==> src/bcm_params.svh <==
`ifndef BCM_PARAMS_SVH
`define BCM_PARAMS_SVH
// ----------------------------------------
// Register byte offsets
// ----------------------------------------
`define BCM_OFF_CTRL 12'h000
`define BCM_OFF_FAST 12'h004
`define BCM_OFF_TRIM 12'h008
`define BCM_OFF_STAT 12'h00c
`define BCM_OFF_ISTAT 12'h010
`define BCM_OFF_IMASK 12'h014
// ----------------------------------------
// Field positions
// ----------------------------------------
`define BCM_CTRL_EN_BIT 0
`define BCM_TRIM_OVR_BIT 8
`define BCM_STAT_CMP_LSB 4
`define BCM_EV_CHANGE_BIT 0
`define BCM_EV_ERROR_BIT 1
`define BCM_EV_STANDBY_BIT 2
`define BCM_EV_RECOVER_BIT 3
// ----------------------------------------
// Reset values and limits
// ----------------------------------------
`define BCM_FAST_RST 8'h64
`define BCM_FAST_MIN_MA 8'h0a
`define BCM_FAST_MAX_MA 8'hc8
`define BCM_TRICKLE_DIV 8'h0a
`define BCM_MASK_RST 4'h0
`define BCM_ERR_MARGIN_MV 50
`endif

==> src/bcm_pkg.sv <==
package bcm_pkg;
    // Charger operating mode
    typedef enum logic [2:0] {
        BCM_DISABLED = 3'b000,
        BCM_TRICKLE = 3'b001,
        BCM_FAST = 3'b010,
        BCM_STANDBY = 3'b011,
        BCM_ERROR = 3'b100
    } bcm_mode_type;
endpackage : bcm_pkg

==> src/bcm_ctrl.sv <==
// The register addresses and the APB interface to the registers were left to the implementer.
`timescale 1ns/1ps
`include "bcm_params.svh"
//
// Behaviour
// - Reset starts disabled with no current commanded
// - Exactly five modes: disabled, trickle, fast, standby, error
// - Enable low forces disabled, all sources off
// - Below fast threshold: trickle at tenth current
// - Fast threshold compare uses hysteresis
// - Above threshold: fast current, 10 to 200mA
// - Constant current until float, then constant voltage
// - Current below termination ends charge, standby
// - Standby returns to fast below recharge level
// - Battery above input minus 50mV: error
// - Error clears by itself when input recovers
// - Any-cycle transitions; thresholds fixed and calibrated
// - Trim from nonvolatile default, key overrides
//
module bcm_ctrl #(
    parameter int TRIM_W = 8
) (
    input wire logic clk,
    input wire logic rst_n,
    // APB slave
    input wire logic psel,
    input wire logic penable,
    input wire logic pwrite,
    input wire logic [11:0] paddr,
    input wire logic [31:0] pwdata,
    output logic [31:0] prdata,
    output logic pready,
    output logic pslverr,
    // Analogue comparator outputs (asynchronous)
    input wire logic cmp_above_fast_hi,
    input wire logic cmp_above_fast_lo,
    input wire logic cmp_at_float,
    input wire logic cmp_below_recharge,
    input wire logic cmp_below_term,
    input wire logic cmp_input_low,
    // Production trim default from nonvolatile storage
    input wire logic [TRIM_W-1:0] nvm_trim_default,
    // Current source control, mode and interrupt
    output logic charger_on,
    output logic [7:0] current_cmd_ma,
    output logic cv_regulate,
    output logic [TRIM_W-1:0] trim_out,
    output bcm_pkg::bcm_mode_type mode,
    output logic irq
);
    import bcm_pkg::*;

    // ----------------------------------------
    // Declarations
    // ----------------------------------------
    logic [5:0] cmp_sync; // Synchronised comparator levels
    logic above_fast_hi; // Battery above upper fast threshold
    logic above_fast_lo; // Battery above lower fast threshold
    logic at_float; // Battery at float voltage
    logic below_recharge; // Battery below float minus recharge hysteresis
    logic below_term; // Delivered current below termination
    logic input_low; // Charger input too low
    bcm_mode_type mode_ff; // Current mode
    bcm_mode_type nxt_mode; // Next mode
    logic enable_ff; // Software enable
    logic [7:0] fast_ma_ff; // Programmed fast current
    logic [TRIM_W-1:0] trim_key_ff; // Key trim value
    logic trim_ovr_ff; // Key trim present
    logic [3:0] mask_ff; // Interrupt mask
    logic [3:0] ev_status; // Sticky event bits
    logic [3:0] events; // Event pulses this cycle
    logic istat_clear; // Read of event status completing
    logic pready_ff; // Access phase answer
    logic pslverr_ff; // Error answer
    logic [31:0] prdata_ff; // Read data
    logic charger_on_ff; // Current source enabled
    logic [7:0] current_ff; // Commanded current
    logic cv_ff; // Constant-voltage regulation
    logic [TRIM_W-1:0] trim_ff; // Trim in force
    logic acc_done; // Transfer completes on this edge
    logic wr_done; // Write completes on this edge
    logic rd_done; // Read completes on this edge

    // ----------------------------------------
    // Decoding helpers
    // ----------------------------------------
    // True when the offset names a mapped register
    function automatic logic addr_mapped(input logic [11:0] a);
        addr_mapped = (a == `BCM_OFF_CTRL) || (a == `BCM_OFF_FAST) ||
                      (a == `BCM_OFF_TRIM) || (a == `BCM_OFF_STAT) ||
                      (a == `BCM_OFF_ISTAT) || (a == `BCM_OFF_IMASK);
    endfunction : addr_mapped

    // Limit a programmed fast current to its legal span
    function automatic logic [7:0] clamp_fast(input logic [7:0] v);
        if (v < `BCM_FAST_MIN_MA) begin
            clamp_fast = `BCM_FAST_MIN_MA;
        end else if (v > `BCM_FAST_MAX_MA) begin
            clamp_fast = `BCM_FAST_MAX_MA;
        end else begin
            clamp_fast = v;
        end
    endfunction : clamp_fast

    // True for modes that source current
    function automatic logic mode_charging(input bcm_mode_type m);
        mode_charging = (m == BCM_TRICKLE) || (m == BCM_FAST);
    endfunction : mode_charging

    // ----------------------------------------
    // Comparator synchroniser
    // ----------------------------------------
    bcm_sync #(
        .WIDTH(6)
    ) u_sync (
        .clk(clk),
        .rst_n(rst_n),
        .async_in({cmp_input_low, cmp_below_term, cmp_below_recharge,
                   cmp_at_float, cmp_above_fast_lo, cmp_above_fast_hi}),
        .sync_out(cmp_sync)
    );

    assign above_fast_hi = cmp_sync[0];
    assign above_fast_lo = cmp_sync[1];
    assign at_float = cmp_sync[2];
    assign below_recharge = cmp_sync[3];
    assign below_term = cmp_sync[4];
    assign input_low = cmp_sync[5];

    // ----------------------------------------
    // Mode selection
    // ----------------------------------------
    // Evaluated every cycle from fixed comparator levels
    always_comb begin
        nxt_mode = mode_ff;
        if (!enable_ff) begin
            nxt_mode = BCM_DISABLED;
        end else if (input_low) begin
            nxt_mode = BCM_ERROR;
        end else begin
            case (mode_ff)
                // Start or resume from threshold position
                BCM_DISABLED, BCM_ERROR: begin
                    nxt_mode = above_fast_hi ? BCM_FAST : BCM_TRICKLE;
                end
                // Leave trickle only above the upper threshold
                BCM_TRICKLE: begin
                    if (above_fast_hi) begin
                        nxt_mode = BCM_FAST;
                    end
                end
                // Drop back only below the lower threshold
                BCM_FAST: begin
                    if (!above_fast_lo) begin
                        nxt_mode = BCM_TRICKLE;
                    end else if (at_float && below_term) begin
                        nxt_mode = BCM_STANDBY;
                    end
                end
                // Recharge when battery sags
                BCM_STANDBY: begin
                    if (below_recharge) begin
                        nxt_mode = BCM_FAST;
                    end
                end
                default: begin
                    nxt_mode = BCM_DISABLED;
                end
            endcase
        end
    end

    // Mode register
    always_ff @(posedge clk or negedge rst_n) begin
        if (!rst_n) begin
            mode_ff <= BCM_DISABLED;
        end else begin
            mode_ff <= nxt_mode;
        end
    end

    // ----------------------------------------
    // Current source command
    // ----------------------------------------
    // Registered from the next mode so commands track the mode register
    always_ff @(posedge clk or negedge rst_n) begin
        if (!rst_n) begin
            charger_on_ff <= 1'b0;
            current_ff <= 8'h00;
            cv_ff <= 1'b0;
        end else begin
            charger_on_ff <= mode_charging(nxt_mode);
            cv_ff <= (nxt_mode == BCM_FAST) && at_float;
            case (nxt_mode)
                BCM_TRICKLE: begin
                    current_ff <= fast_ma_ff / `BCM_TRICKLE_DIV;
                end
                BCM_FAST: begin
                    current_ff <= fast_ma_ff;
                end
                default: begin
                    current_ff <= 8'h00;
                end
            endcase
        end
    end

    // Trim in force: key value when present, else production default
    always_ff @(posedge clk or negedge rst_n) begin
        if (!rst_n) begin
            trim_ff <= '0;
        end else begin
            trim_ff <= trim_ovr_ff ? trim_key_ff : nvm_trim_default;
        end
    end

    // ----------------------------------------
    // APB slave
    // ----------------------------------------
    assign acc_done = psel && penable && pready_ff;
    assign wr_done = acc_done && pwrite && addr_mapped(paddr);
    assign rd_done = acc_done && !pwrite;
    assign istat_clear = rd_done && (paddr == `BCM_OFF_ISTAT);

    // One wait cycle, then answer with data and error flag
    always_ff @(posedge clk or negedge rst_n) begin
        if (!rst_n) begin
            pready_ff <= 1'b0;
            pslverr_ff <= 1'b0;
        end else begin
            pready_ff <= psel && penable && !pready_ff;
            pslverr_ff <= psel && penable && !pready_ff && !addr_mapped(paddr);
        end
    end

    // Read data captured with the answer
    always_ff @(posedge clk or negedge rst_n) begin
        if (!rst_n) begin
            prdata_ff <= 32'h0000_0000;
        end else if (psel && penable && !pready_ff && !pwrite) begin
            case (paddr)
                `BCM_OFF_CTRL: prdata_ff <= {31'h0, enable_ff};
                `BCM_OFF_FAST: prdata_ff <= {24'h0, fast_ma_ff};
                `BCM_OFF_TRIM: prdata_ff <= {23'h0, trim_ovr_ff, trim_key_ff};
                `BCM_OFF_STAT: prdata_ff <= {22'h0, cmp_sync, 1'b0, mode_ff};
                `BCM_OFF_ISTAT: prdata_ff <= {28'h0, ev_status};
                `BCM_OFF_IMASK: prdata_ff <= {28'h0, mask_ff};
                default: prdata_ff <= 32'h0000_0000;
            endcase
        end else begin
            prdata_ff <= 32'h0000_0000;
        end
    end

    // Enable register
    always_ff @(posedge clk or negedge rst_n) begin
        if (!rst_n) begin
            enable_ff <= 1'b0;
        end else if (wr_done && paddr == `BCM_OFF_CTRL) begin
            enable_ff <= pwdata[`BCM_CTRL_EN_BIT];
        end
    end

    // Fast current register, clamped to legal span
    always_ff @(posedge clk or negedge rst_n) begin
        if (!rst_n) begin
            fast_ma_ff <= `BCM_FAST_RST;
        end else if (wr_done && paddr == `BCM_OFF_FAST) begin
            fast_ma_ff <= clamp_fast(pwdata[7:0]);
        end
    end

    // Trim key register
    always_ff @(posedge clk or negedge rst_n) begin
        if (!rst_n) begin
            trim_key_ff <= '0;
            trim_ovr_ff <= 1'b0;
        end else if (wr_done && paddr == `BCM_OFF_TRIM) begin
            trim_key_ff <= pwdata[TRIM_W-1:0];
            trim_ovr_ff <= pwdata[`BCM_TRIM_OVR_BIT];
        end
    end

    // Interrupt mask register
    always_ff @(posedge clk or negedge rst_n) begin
        if (!rst_n) begin
            mask_ff <= `BCM_MASK_RST;
        end else if (wr_done && paddr == `BCM_OFF_IMASK) begin
            mask_ff <= pwdata[3:0];
        end
    end

    // ----------------------------------------
    // Events and interrupt
    // ----------------------------------------
    always_comb begin
        events = 4'h0;
        events[`BCM_EV_CHANGE_BIT] = (nxt_mode != mode_ff);
        events[`BCM_EV_ERROR_BIT] = (nxt_mode == BCM_ERROR) && (mode_ff != BCM_ERROR);
        events[`BCM_EV_STANDBY_BIT] = (nxt_mode == BCM_STANDBY) && (mode_ff != BCM_STANDBY);
        events[`BCM_EV_RECOVER_BIT] = (mode_ff == BCM_ERROR) && (nxt_mode != BCM_ERROR);
        // Re-set bits that arrived after the read snapshot so the read-clear cannot lose them
        events = events | (istat_clear ? (ev_status & ~prdata_ff[3:0]) : 4'h0);
    end

    bcm_irq #(
        .NEV(4)
    ) u_irq (
        .clk(clk),
        .rst_n(rst_n),
        .event_in(events),
        .mask(mask_ff),
        .clear(istat_clear),
        .status(ev_status),
        .irq(irq)
    );

    // ----------------------------------------
    // Outputs
    // ----------------------------------------
    assign prdata = prdata_ff;
    assign pready = pready_ff;
    assign pslverr = pslverr_ff;
    assign charger_on = charger_on_ff;
    assign current_cmd_ma = current_ff;
    assign cv_regulate = cv_ff;
    assign trim_out = trim_ff;
    assign mode = mode_ff;
endmodule : bcm_ctrl

==> src/bcm_irq.sv <==
`timescale 1ns/1ps
// Sticky event status with mask; read clears, a new event wins over the clear
module bcm_irq #(
    parameter int NEV = 4
) (
    input wire logic clk,
    input wire logic rst_n,
    input wire logic [NEV-1:0] event_in,
    input wire logic [NEV-1:0] mask,
    input wire logic clear,
    output logic [NEV-1:0] status,
    output logic irq
);
    import bcm_pkg::*;
    logic [NEV-1:0] status_ff; // Sticky event bits
    logic irq_ff; // Registered interrupt level
    // ----------------------------------------
    // Sticky bits
    // ----------------------------------------
    always_ff @(posedge clk or negedge rst_n) begin
        if (!rst_n) begin
            status_ff <= '0;
        end else begin
            status_ff <= (clear ? '0 : status_ff) | event_in;
        end
    end
    // Interrupt level, registered on the same edge as the status bits
    always_ff @(posedge clk or negedge rst_n) begin
        if (!rst_n) begin
            irq_ff <= 1'b0;
        end else begin
            irq_ff <= |(((clear ? '0 : status_ff) | event_in) & mask);
        end
    end
    assign status = status_ff;
    assign irq = irq_ff;
endmodule : bcm_irq

==> src/bcm_sync.sv <==
`timescale 1ns/1ps
// Three-stage synchroniser; a change is accepted once stages two and three agree
module bcm_sync #(
    parameter int WIDTH = 6
) (
    input wire logic clk,
    input wire logic rst_n,
    input wire logic [WIDTH-1:0] async_in,
    output logic [WIDTH-1:0] sync_out
);
    // ----------------------------------------
    // Per-bit stages
    // ----------------------------------------
    genvar gi;
    generate
        for (gi = 0; gi < WIDTH; gi = gi + 1) begin : g_bit
            logic s1_ff; // First stage, read only by the second
            logic s2_ff; // Second stage
            logic s3_ff; // Third stage
            logic out_ff; // Accepted level
            // Shift chain
            always_ff @(posedge clk or negedge rst_n) begin
                if (!rst_n) begin
                    s1_ff <= 1'b0;
                    s2_ff <= 1'b0;
                    s3_ff <= 1'b0;
                end else begin
                    s1_ff <= async_in[gi];
                    s2_ff <= s1_ff;
                    s3_ff <= s2_ff;
                end
            end
            // Accept only when the two settled stages agree
            always_ff @(posedge clk or negedge rst_n) begin
                if (!rst_n) begin
                    out_ff <= 1'b0;
                end else if (s2_ff == s3_ff) begin
                    out_ff <= s3_ff;
                end
            end
            assign sync_out[gi] = out_ff;
        end
    endgenerate
endmodule : bcm_sync
==> config.mk <==
export PLATFORM = sky130hd
export DESIGN_NAME = bcm_ctrl
export DESIGN_NICKNAME = d
export VERILOG_FILES = /design/src/bcm_pkg.sv /design/src/bcm_ctrl.sv /design/src/bcm_irq.sv /design/src/bcm_sync.sv
export VERILOG_INCLUDE_DIRS = /design/src
export SDC_FILE = /design/constraint.sdc
export NUM_CORES = 1
export LEC_CHECK = 0
export ABC_AREA = 1
export BUFFER_PORTS_ARGS = -buffer_cell sky130_fd_sc_hd__buf_2
export CAP_MARGIN = 20
export CELL_PAD_IN_SITES_DETAIL_PLACEMENT = 1
export CELL_PAD_IN_SITES_GLOBAL_PLACEMENT = 2
export CORE_UTILIZATION = 30
export CTS_BUF_LIST = sky130_fd_sc_hd__clkbuf_16
export DETAILED_ROUTE_END_ITERATION = 7
export PLACE_DENSITY = 0.79
export SLEW_MARGIN = 5
export SYNTH_ARGS = -nofsm -noshare
export SYNTH_HDL_FRONTEND = slang
export SYNTH_HIERARCHICAL = 1
export SYNTH_SLANG_ARGS = --single-unit
==> constraint.sdc <==
create_clock -name clk -period 2.8 [get_ports clk]
set_input_delay 0.56 -clock clk [delete_from_list [all_inputs] [get_ports clk]]
set_output_delay 0.56 -clock clk [all_outputs]
set_load 0.005 [all_outputs]
==> results of run 1 <==
-- registers in the layout (all words and copies together), names as in the netlist, 8 cells and up --
signal          count
trim_key_ff         8
fast_ma_ff          8
prdata             10
current_cmd_ma      8
trim_out            8
-- layer usage --
metal	vias to the layer above	share of wire [%]	GRT usage [%]
met3	14	4.5	4.22
met5	-	0	0
li1	1555	-	-
met4	0	1.4	5.85
met1	1577	46	22.0
met2	69	48	27.5
-- report_power, final --
group	internal (mW)	total [mW]	switching, mW
Sequential	1.24	1.26	0.0200
Combinational	0.0478	0.134	0.0863
Clock	0.880	1.40	0.521
-- final cells by class --
type / count / area share (%)
Clock inverter: 7 / 2.54
Clock buffer: 9 / 4.67
Multi-Input combinational cell: 288 / 30.8
Tap cell: 172 / 4.46
Sequential cell: 84 / 43.6
Inverter: 73 / 5.70
Timing Repair Buffer: 75 / 8.19
-- critical path, stage by stage, from the launching register on --
cell,delay (ns)
dfstp_2,0.55
inv_2,0.08
ha_1,0.28
inv_1,0.06
nand2_1,0.04
nand2_1,0.12
clkinv_2,0.09
nand2_4,0.10
nand3_2,0.07
nand2_2,0.13
nand2_2,0.09
nand2_4,0.09
nand3_4,0.08
nand2_1,0.07
nand2_1,0.05
nor2_1,0.13
nand3_1,0.09
nand2_1,0.07
nand2_1,0.06
-- cells in the mapped netlist, types with 2 or more instances --
cell | count | share of area, %
nand2_4 | 3 | 0.84
nand3_2 | 2 | 0.50
a21oi_1 | 10 | 1.2
inv_1 | 65 | 6.1
xor2_1 | 3 | 0.65
dfrtp_1 | 81 | 50
o21ai_0 | 27 | 3.4
a221oi_1 | 6 | 1.3
nor2_1 | 44 | 4.1
o21ai_1 | 2 | 0.25
mux2_2 | 11 | 3.1
nand2_2 | 9 | 1.4
nand2_1 | 95 | 8.9
nor3_1 | 3 | 0.37
nand4_1 | 6 | 0.93
nor2_2 | 2 | 0.31
nand3_1 | 23 | 2.9
dfstp_2 | 3 | 2.0
mux2_4 | 2 | 0.75
inv_2 | 7 | 0.65
nor4_1 | 2 | 0.31
buf_4 | 28 | 5.2
-- worst paths after layout --
path                                       startpoint                     to  slack [ns]
worst max-delay path                    fast_ma_ff[6]      current_cmd_ma[0]        0.45
worst min-delay path                            rst_n        u_irq/status[2]        0.26
worst max register to register          fast_ma_ff[6]      current_cmd_ma[0]        0.45
worst min register to register  u_sync/g_bit[2].s1_ff  u_sync/g_bit[2].s2_ff        0.35
max in group asynchronous                       rst_n          fast_ma_ff[6]        1.84
min in group clk                   cmp_below_recharge  u_sync/g_bit[3].s1_ff        0.32
-- through the flow --
stage | total power [mW] | hold WS [ns] | std cells | cell area, sq um | util, %
final | 2.80 | 0.256 | 708 | 4830 | 37.6
after CTS | 2.83 | 0.276 | 708 | 4830 | 37.6
after detailed placement | 1.42 | 0.337 | 692 | 4480 | 34.9
after global routing | 2.90 | 0.299 | 708 | 4830 | 37.6
after global placement | 1.41 | 0.332 | 692 | 4480 | 34.9
after floorplan | 1.37 | 0.264 | 476 | 4100 | -
-- cells by family after synthesis --
group | count (synthesis) | share of synthesized area [%]
flops | 84 | 52.4
simple gates | 192 | 21.4
buf+inv | 104 | 12.6
mux | 13 | 3.83
other cells | 1 | 0.0933
compound gates | 57 | 8.72
fa+ha+maj | 1 | 0.311
xor+xnor | 3 | 0.654
==> results.py, run 1 <==
metrics = {
    "timing": {
        "finalHoldViolCount": 0,
        "drv_slew": 0,
        "setup_viol": 0,
        "setup_ws_ns": 0.454,
        "tns_ns": 0,
        "fmax_mhz": 426,
        "period_share_pct": 83.8,
        "fin_skew_ns": 0.0105,
        "rsz0062_at_grt": "no",
        "slew_headroom_pct": 53.8,
        "min_period_ns": 2.35,
        "tightest_slew_ns": 0.693,
    },
    "worst_setup_path": {
        "crit_type": "flip-flop to flip-flop",
        "critPathArrivalTime_ns": 2.58,
        "required_ns": 3.03,
        "cp-start-kind": "flip-flop",
        "reg2reg_depth": 18,
        "critPathCaptureType": "flip-flop",
        "path_max_fanout": 6,
    },
    "placed_design": {
        "pre_cts_ws_ns": 0.408,
        "gp_congestion": 0.878,
        "io_buffers": 73,
        "hpwl_microns": 8230,
    },
    "synth": {
        "synth_edf_count": 0,
        "syn_area_per_cell_sq_um": 8.84,
        "yosys_warnings": 6,
        "ys_seq_elements": 84,
        "synth_ff_type": "dfrtp_1",
        "synthCells": 455,
        "synth_area_sq_um": 4020,
        "ys_async_sr_fraction_pct": 100,
        "seq_area_frac_synth_pct": 52.4,
        "ys_types": 43,
    },
    "clocking": {
        "numCtsBuffers": 9,
        "cts_tree": "built",
        "postCtsSetupBuffers": 0,
        "cts_max_path_buffers": 2,
        "numClockSinks": 84,
        "cts-root-buf": "clkbuf_16",
        "cts_resized": 0,
        "clk_pin_slew_ns": 0.07,
        "clk_latency_ns": 0.35,
        "h-tree-depth": 3,
        "cts_hold_buf": 0,
    },
    "final_layout": {
        "diodes": 0,
        "n_fill_cell": 1571,
        "multiInputGateArea_sq_um": 1490,
        "drive_gt1_share_pct": 25.0,
        "nets": 595,
        "area_growth_pct": 20.1,
        "final_cell_mix": "nand2_1 (95), dfrtp_1 (81), buf_2 (72)",
        "regArea_sq_um": 2110,
        "final_common_cell": "nand2_1",
    },
    "die": {
        "die_w_microns": 118,
        "dieArea_sq_um": 13900,
        "fp-row-count": 41,
        "initial_core_util_pct": 31.3,
        "core_area_sq_um": 12800,
        "die_h_microns": 118,
        "io_pins": 119,
    },
    "power": {
        "vdd_drop_max_v": 0.000320,
        "p_per_area_nw_per_um2": 580,
        "p_leak_nw": 2.61,
    },
    "run_status": {
        "status": "complete, no violations",
    },
    "global_route": {
        "grt_max_degree": 50,
        "antenna_found_initial": 0,
        "grt-ovfl-total": 0,
        "grt_pass1_vias": 3416,
        "track_usage_pct": 17.0,
        "grt_pass1_wl_microns": 18300,
    },
    "routing": {
        "ant_nets": 0,
        "viasPerCell": 4.54,
        "via_count": 3215,
        "drt-wirelength-per-cell_microns": 15.3,
        "drt-total-wl_microns": 10800,
        "drt-pass1-iter-count": 4,
        "drt_iter0_markers": 136,
        "drc": 0,
    },
    "min_path": {
        "hold_class": "input port to async pin",
    },
    "flow_run": {
        "maxCapViolCount": 0,
    },
}
No activity file was read; power rests on OpenSTA's default activity.
==> inputs of run 2 (changes only) <==
ABC_AREA = 0   (was 1)
CORE_UTILIZATION = 29   (was 30)
PLACE_DENSITY = 0.75   (was 0.79)
clock period = 2.15 ns   (was 2.8 ns; I/O delays follow)
==> run 2 against run 1 <==
Effect of this change:
- the flow now finishes with violations (setup timing)
- register-to-register slack got worse by 0.52 ns
- utilization is 0.98 points lower
- global-route usage is 1.4 points lower
- die area increased by 5.2%
- critical path type unchanged
==> results.py, run 2 <==
metrics = {
    "synth": {
        "synth_area_sq_um": 4090,
        "synth_top_area_share_pct": 49.5,
        "synth_common_cells": "dfrtp_1 (81), nor2_1 (33), nand2_1 (31)",
        "synth_edf_count": 0,
        "ys_seq_elements": 84,
        "syn_area_per_cell_sq_um": 10.5,
        "synth_ff_type": "dfrtp_1",
        "yosysMostFrequentCell": "dfrtp_1",
        "yosys_warnings": 6,
        "ys_async_sr_fraction_pct": 100,
        "synth.top_cells.by_area": "dfrtp_1 (50%), buf_4 (5.5%), mux2_1 (3.3%)",
        "seq_area_frac_synth_pct": 51.5,
        "ys_types": 62,
        "yosys.area.top_type": "dfrtp_1",
        "synthCells": 389,
    },
    "die": {
        "fp-row-count": 43,
        "core_area_sq_um": 13800,
        "io_pins": 119,
        "die_h_microns": 121,
        "dieArea_sq_um": 14600,
        "initial_core_util_pct": 29.6,
        "die_w_microns": 121,
    },
    "routing": {
        "via_count": 3090,
        "drt_iter0_markers": 115,
        "drt-pass1-iter-count": 4,
        "viasPerCell": 4.68,
        "ant_nets": 0,
        "drt-total-wl_microns": 10500,
        "drc": 0,
        "drt-wirelength-per-cell_microns": 15.9,
    },
    "global_route": {
        "grt_max_degree": 45,
        "grt_pass1_vias": 3206,
        "track_usage_pct": 15.6,
        "grt_pass1_wl_microns": 17300,
        "antenna_found_initial": 0,
        "grt-ovfl-total": 0,
    },
    "placed_design": {
        "dp.cells": 642,
        "pre_cts_ws_ns": -0.128,
        "io_buffers": 73,
        "gp_congestion": 0.797,
        "hpwl_microns": 7990,
    },
    "run_status": {
        "violations": "setup timing",
        "status": "finished, violations left",
    },
    "worst_setup_path": {
        "critPathMaxStageDelay_ns": 0.56,
        "path_max_fanout": 7,
        "critPathArrivalTime_ns": 2.48,
        "cp_cell_sequence": "inv_4, ha_4, and4b_1, o21a_1, a211oi_4, nand3_1, a211o_1, nand4_1",
        "cp-start-kind": "flip-flop",
        "slowest_stage": "dfstp_2",
        "crit_type": "flip-flop to flip-flop",
        "required_ns": 2.42,
        "critPathCaptureType": "flip-flop",
    },
    "flow_run": {
        "maxCapViolCount": 0,
    },
    "timing": {
        "setup_viol": 2,
        "rsz0062_at_grt": "yes",
        "finalHoldViolCount": 0,
        "fmax_mhz": 451,
        "min_period_ns": 2.22,
        "tns_ns": -0.101,
        "setup_ws_ns": -0.0650,
        "slew_headroom_pct": 63.7,
        "fin_skew_ns": 0.00863,
        "period_share_pct": 103,
        "drv_slew": 0,
        "tightest_slew_ns": 0.544,
    },
    "final_layout": {
        "area_growth_pct": 23.8,
        "final_common_cell": "dfrtp_1",
        "n_fill_cell": 1547,
        "finish.utilization_pct": 36.7,
        "layoutNonFillerInstCount": 660,
        "final_cell_mix": "dfrtp_1 (81), buf_2 (72), nor2_1 (33)",
        "largest_register_ffs": 10,
        "diodes": 0,
        "drive_gt1_share_pct": 32.7,
        "nets": 539,
    },
    "clocking": {
        "clk_pin_slew_ns": 0.06,
        "clk_latency_ns": 0.35,
        "cts_tree": "built",
        "numCtsBuffers": 9,
        "numClockSinks": 84,
        "cts-root-buf": "clkbuf_16",
        "h-tree-depth": 3,
        "cts_max_path_buffers": 2,
    },
    "power": {
        "vdd_drop_max_v": 0.000434,
        "power_mw": 3.32,
        "p_leak_nw": 2.36,
        "p_per_area_nw_per_um2": 656,
    },
    "min_path": {
        "hold_class": "input port to flip-flop",
    },
}
[run 2: what timing repair did]
item	4_1_cts	5_1_grt
gates resized for setup	3	8
endpoints found under the setup margin	2	2
pin swaps	1	4
hold buffers	1	0
hold endpoints to repair	21	0
buffers inserted	0	1
[run 2: per-layer routing]
metal	share of wire (%)	track usage, %	vias to the layer above
met5	0	0	-
met4	1.2	4.55	0
met3	5.3	5.00	9
met2	48	24.6	78
met1	46	20.5	1511
li1	-	-	1492
[run 2: final cells by class]
cell class                 count  area [sq um]  area share [%]
clock buffer                   9           225            4.44
clock inverter                 7          58.8            1.16
inverter                      15          58.8            1.16
multi-input combinational    265          1810            35.7
sequential                    84          2110            41.5
tap                          180           225            4.44
timing repair buffer         100           586            11.6
[run 2: kinds of logic (layout without fill, tap and decap cells)]
group,Yosys count,count (layout),synth area share [%]
buf+inv,61,131,8.65
xor+xnor,4,4,0.856
compound gates,77,77,12.7
mux,33,33,8.80
other cells,1,22,0.0916
fa+ha+maj,8,8,2.20
flops,84,84,51.5
simple gates,121,121,15.2
[run 2: final timing paths]
path	slack, ns	end	startpoint	cells past startpoint
min in group asynchronous	0.53	mode[0]	rst_n	2
worst min-delay path	0.19	u_sync/g_bit[4].s1_ff	cmp_below_term	1
worst max register to register	-0.07	current_cmd_ma[0]	fast_ma_ff[6]	8
max in group asynchronous	1.04	fast_ma_ff[2]	rst_n	3
worst max-delay path	-0.07	current_cmd_ma[0]	fast_ma_ff[6]	8
worst min register to register	0.35	u_sync/g_bit[5].s2_ff	u_sync/g_bit[5].s1_ff	0
[run 2: worst max-delay path: cells and delay by family (launching register included)]
| kind | cells | cell delay, ns |
|---|---|---|
| buf+inv | 1 | 0.04 |
| flops | 1 | 0.56 |
| simple gates | 3 | 0.44 |
| fa+ha+maj | 1 | 0.31 |
| compound gates | 3 | 0.79 |
[run 2: where the power goes]
part / switching, mW / leakage (nW) / total [mW] / internal, mW
Clock: 0.675 / 0.139 / 1.48 / 0.802
Sequential: 0.0273 / 1.07 / 1.65 / 1.62
Combinational: 0.116 / 1.15 / 0.200 / 0.0838
Total: 0.819 / 2.36 / 3.32 / 2.50
[run 2: stage by stage]
step	hold slack, ns	cell area, sq um
2_1_floorplan	0.134	4210
3_3_place_gp	0.332	4700
4_1_cts	0.172	5010
5_1_grt	0.165	5070
6_report	0.188	5070
3_5_place_dp	0.336	4700
==> inputs of run 3 (changes only) <==
BUFFER_PORTS_ARGS = -buffer_cell sky130_fd_sc_hd__buf_4   (was -buffer_cell sky130_fd_sc_hd__buf_2)
==> run 3 against run 2 <==
Effect of this change:
- flip-flop and latch count stayed put
- largest cell class unchanged
- critical path depth unchanged
- final cell count is 0.76% higher
- worst hold slack lost 0.13 ns
- utilization grew 1.5 points
- global-route usage increased by 0.33 points
- highest routed layer unchanged
- the flow still finishes with violations (setup timing)
==> results.py, run 3 (synthesis gave the netlist of run 2 again) <==
metrics = {
    "power": {
        "power_mw": 3.30,
        "clockPowerShare_pct": 43.5,
        "p_leak_nw": 2.42,
        "vdd_drop_max_v": 0.000392,
        "p_per_area_nw_per_um2": 627,
        "seq_power_share_pct": 49.8,
        "sw_frac_of_total_pct": 24.0,
        "pwr-share-comb_pct": 6.7,
        "p_switching_uw": 792,
        "power.internal_mw": 2.51,
    },
    "timing": {
        "drv_slew": 0,
        "tightest_slew_ns": 0.562,
        "min_period_ns": 2.22,
        "setup_viol": 2,
        "tns_ns": -0.126,
        "slew_headroom_pct": 61.5,
        "fin_skew_ns": 0.00983,
        "period_share_pct": 103,
        "finalHoldViolCount": 0,
        "setup_ws_ns": -0.0685,
        "rsz0062_at_grt": "yes",
        "fmax_mhz": 451,
        "holdWs_ns": 0.0625,
    },
    "clocking": {
        "cts_max_path_buffers": 2,
        "numClockSinks": 84,
        "cts-root-buf": "clkbuf_16",
        "clk_pin_slew_ns": 0.06,
        "clk_latency_ns": 0.35,
        "h-tree-depth": 3,
        "numCtsBuffers": 9,
        "cts_tree": "built",
    },
    "run_status": {
        "violations": "setup timing",
        "status": "finished, violations left",
    },
    "final_layout": {
        "multiInputGateArea_sq_um": 1800,
        "layoutNonFillerInstCount": 665,
        "n_fill_cell": 1533,
        "final_common_cell": "buf_4",
        "drive_gt1_share_pct": 33.8,
        "largest_register_ffs": 10,
        "finish.utilization_pct": 38.1,
        "final_cell_mix": "buf_4 (104), dfrtp_1 (81), nor2_1 (32)",
        "area_growth_pct": 28.8,
        "nets": 544,
        "regArea_sq_um": 2110,
        "diodes": 0,
    },
    "routing": {
        "via_count": 3164,
        "drt-total-wl_microns": 10800,
        "ant_nets": 0,
        "drt_iter0_markers": 107,
        "viasPerCell": 4.76,
        "drt-pass1-iter-count": 6,
        "drc": 0,
        "drt-wirelength-per-cell_microns": 16.3,
    },
    "global_route": {
        "track_usage_pct": 16.0,
        "antenna_found_initial": 0,
        "grt-ovfl-total": 0,
        "grt_pass1_wl_microns": 17600,
        "grt_max_degree": 46,
        "grt_pass1_vias": 3377,
    },
    "worst_setup_path": {
        "r2r_start": "fast_ma_ff[6]",
        "path_max_fanout": 8,
        "reg2reg_depth": 8,
        "r2r_setup_slack_ns": -0.07,
        "critPathArrivalTime_ns": 2.49,
        "slowest_stage": "dfstp_2",
        "critPathTopFamily": "compound AO/OA/AOI/OAI gates",
        "cp_cell_sequence": "inv_4, ha_4, and4b_1, o21a_1, a211oi_2, nand3_1, a211o_1, nand4_1",
        "crit_start": "fast_ma_ff[6]",
        "crit_type": "flip-flop to flip-flop",
        "critical_path_buf_inv_count": 1,
        "critPathCaptureType": "flip-flop",
        "cp-start-kind": "flip-flop",
        "critPathMaxStageDelay_ns": 0.55,
        "r2r_end": "current_cmd_ma[0]",
        "required_ns": 2.42,
    },
    "placed_design": {
        "io_buffers": 73,
        "gp_congestion": 0.791,
        "dp.cells": 641,
        "hpwl_microns": 8190,
    },
    "die": {
        "die_h_microns": 121,
        "io_pins": 119,
        "dieArea_sq_um": 14600,
        "die_w_microns": 121,
        "fp-row-count": 43,
        "core_area_sq_um": 13800,
        "initial_core_util_pct": 29.6,
    },
    "flow_run": {
        "maxCapViolCount": 0,
    },
    "min_path": {
        "hold_class": "input port to async pin",
    },
}
## run 3: cell types whose count changed in the layout (fill, tap and decap cells not counted), moves of 2 or more
cell / previous run / this run
buf_4: 26 / 104
buf_2: 72 / 0
o221ai_2: 0 / 2
o221ai_1: 3 / 1
## run 3: worst max path at each step
stage / end / cells past startpoint
3_5_place_dp: current_cmd_ma[0] / 9
6_report: current_cmd_ma[0] / 8
4_1_cts: current_cmd_ma[0] / 8
5_1_grt: current_cmd_ma[0] / 9
2_1_floorplan: current_cmd_ma[1] / 9
3_3_place_gp: current_cmd_ma[0] / 9
## run 3: power by group through the flow
stage,registers (mW),logic [mW],clock network [mW]
floorplan,1.66,0.133,0
detailed placement,1.68,0.226,0
CTS,1.65,0.226,1.48
finish,1.65,0.220,1.44
global route,1.65,0.247,1.54
global placement,1.67,0.220,0
## run 3: through the flow
step	setup WS (ns)	area, sq um
after detailed placement	-0.100	4870
after CTS	-0.0178	5230
after global routing	-0.124	5270
final	-0.0685	5270
after global placement	-0.0562	4870
after floorplan	-0.0263	4210
## run 3: per-layer routing
| metal | vias to the layer above | GRT usage (%) | share of wire, % | wire, microns |
|---|---|---|---|---|
| met2 | 60 | 27.5 | 50 | 5420 |
| li1 | 1503 | - | - | - |
| met5 | - | 0 | 0 | 0 |
| met4 | 0 | 5.94 | 2.0 | 212 |
| met1 | 1586 | 19.4 | 44 | 4800 |
| met3 | 15 | 3.63 | 3.5 | 374 |
## run 3: area by class of cell
cell class,instances,area share (%)
Tap cell,180,4.27
Sequential cell,84,40.0
Inverter,15,1.12
Clock inverter,7,0.973
Clock buffer,9,4.27
Multi-Input combinational cell,265,34.2
Timing Repair Buffer,105,15.2
## run 3: repair_timing
action,in CTS,in global routing
setup endpoints to repair,2,2
resized for setup,6,6
endpoints found under the hold margin,0,0
buffers inserted,7,1
hold buffers,0,0
pin swaps,6,3
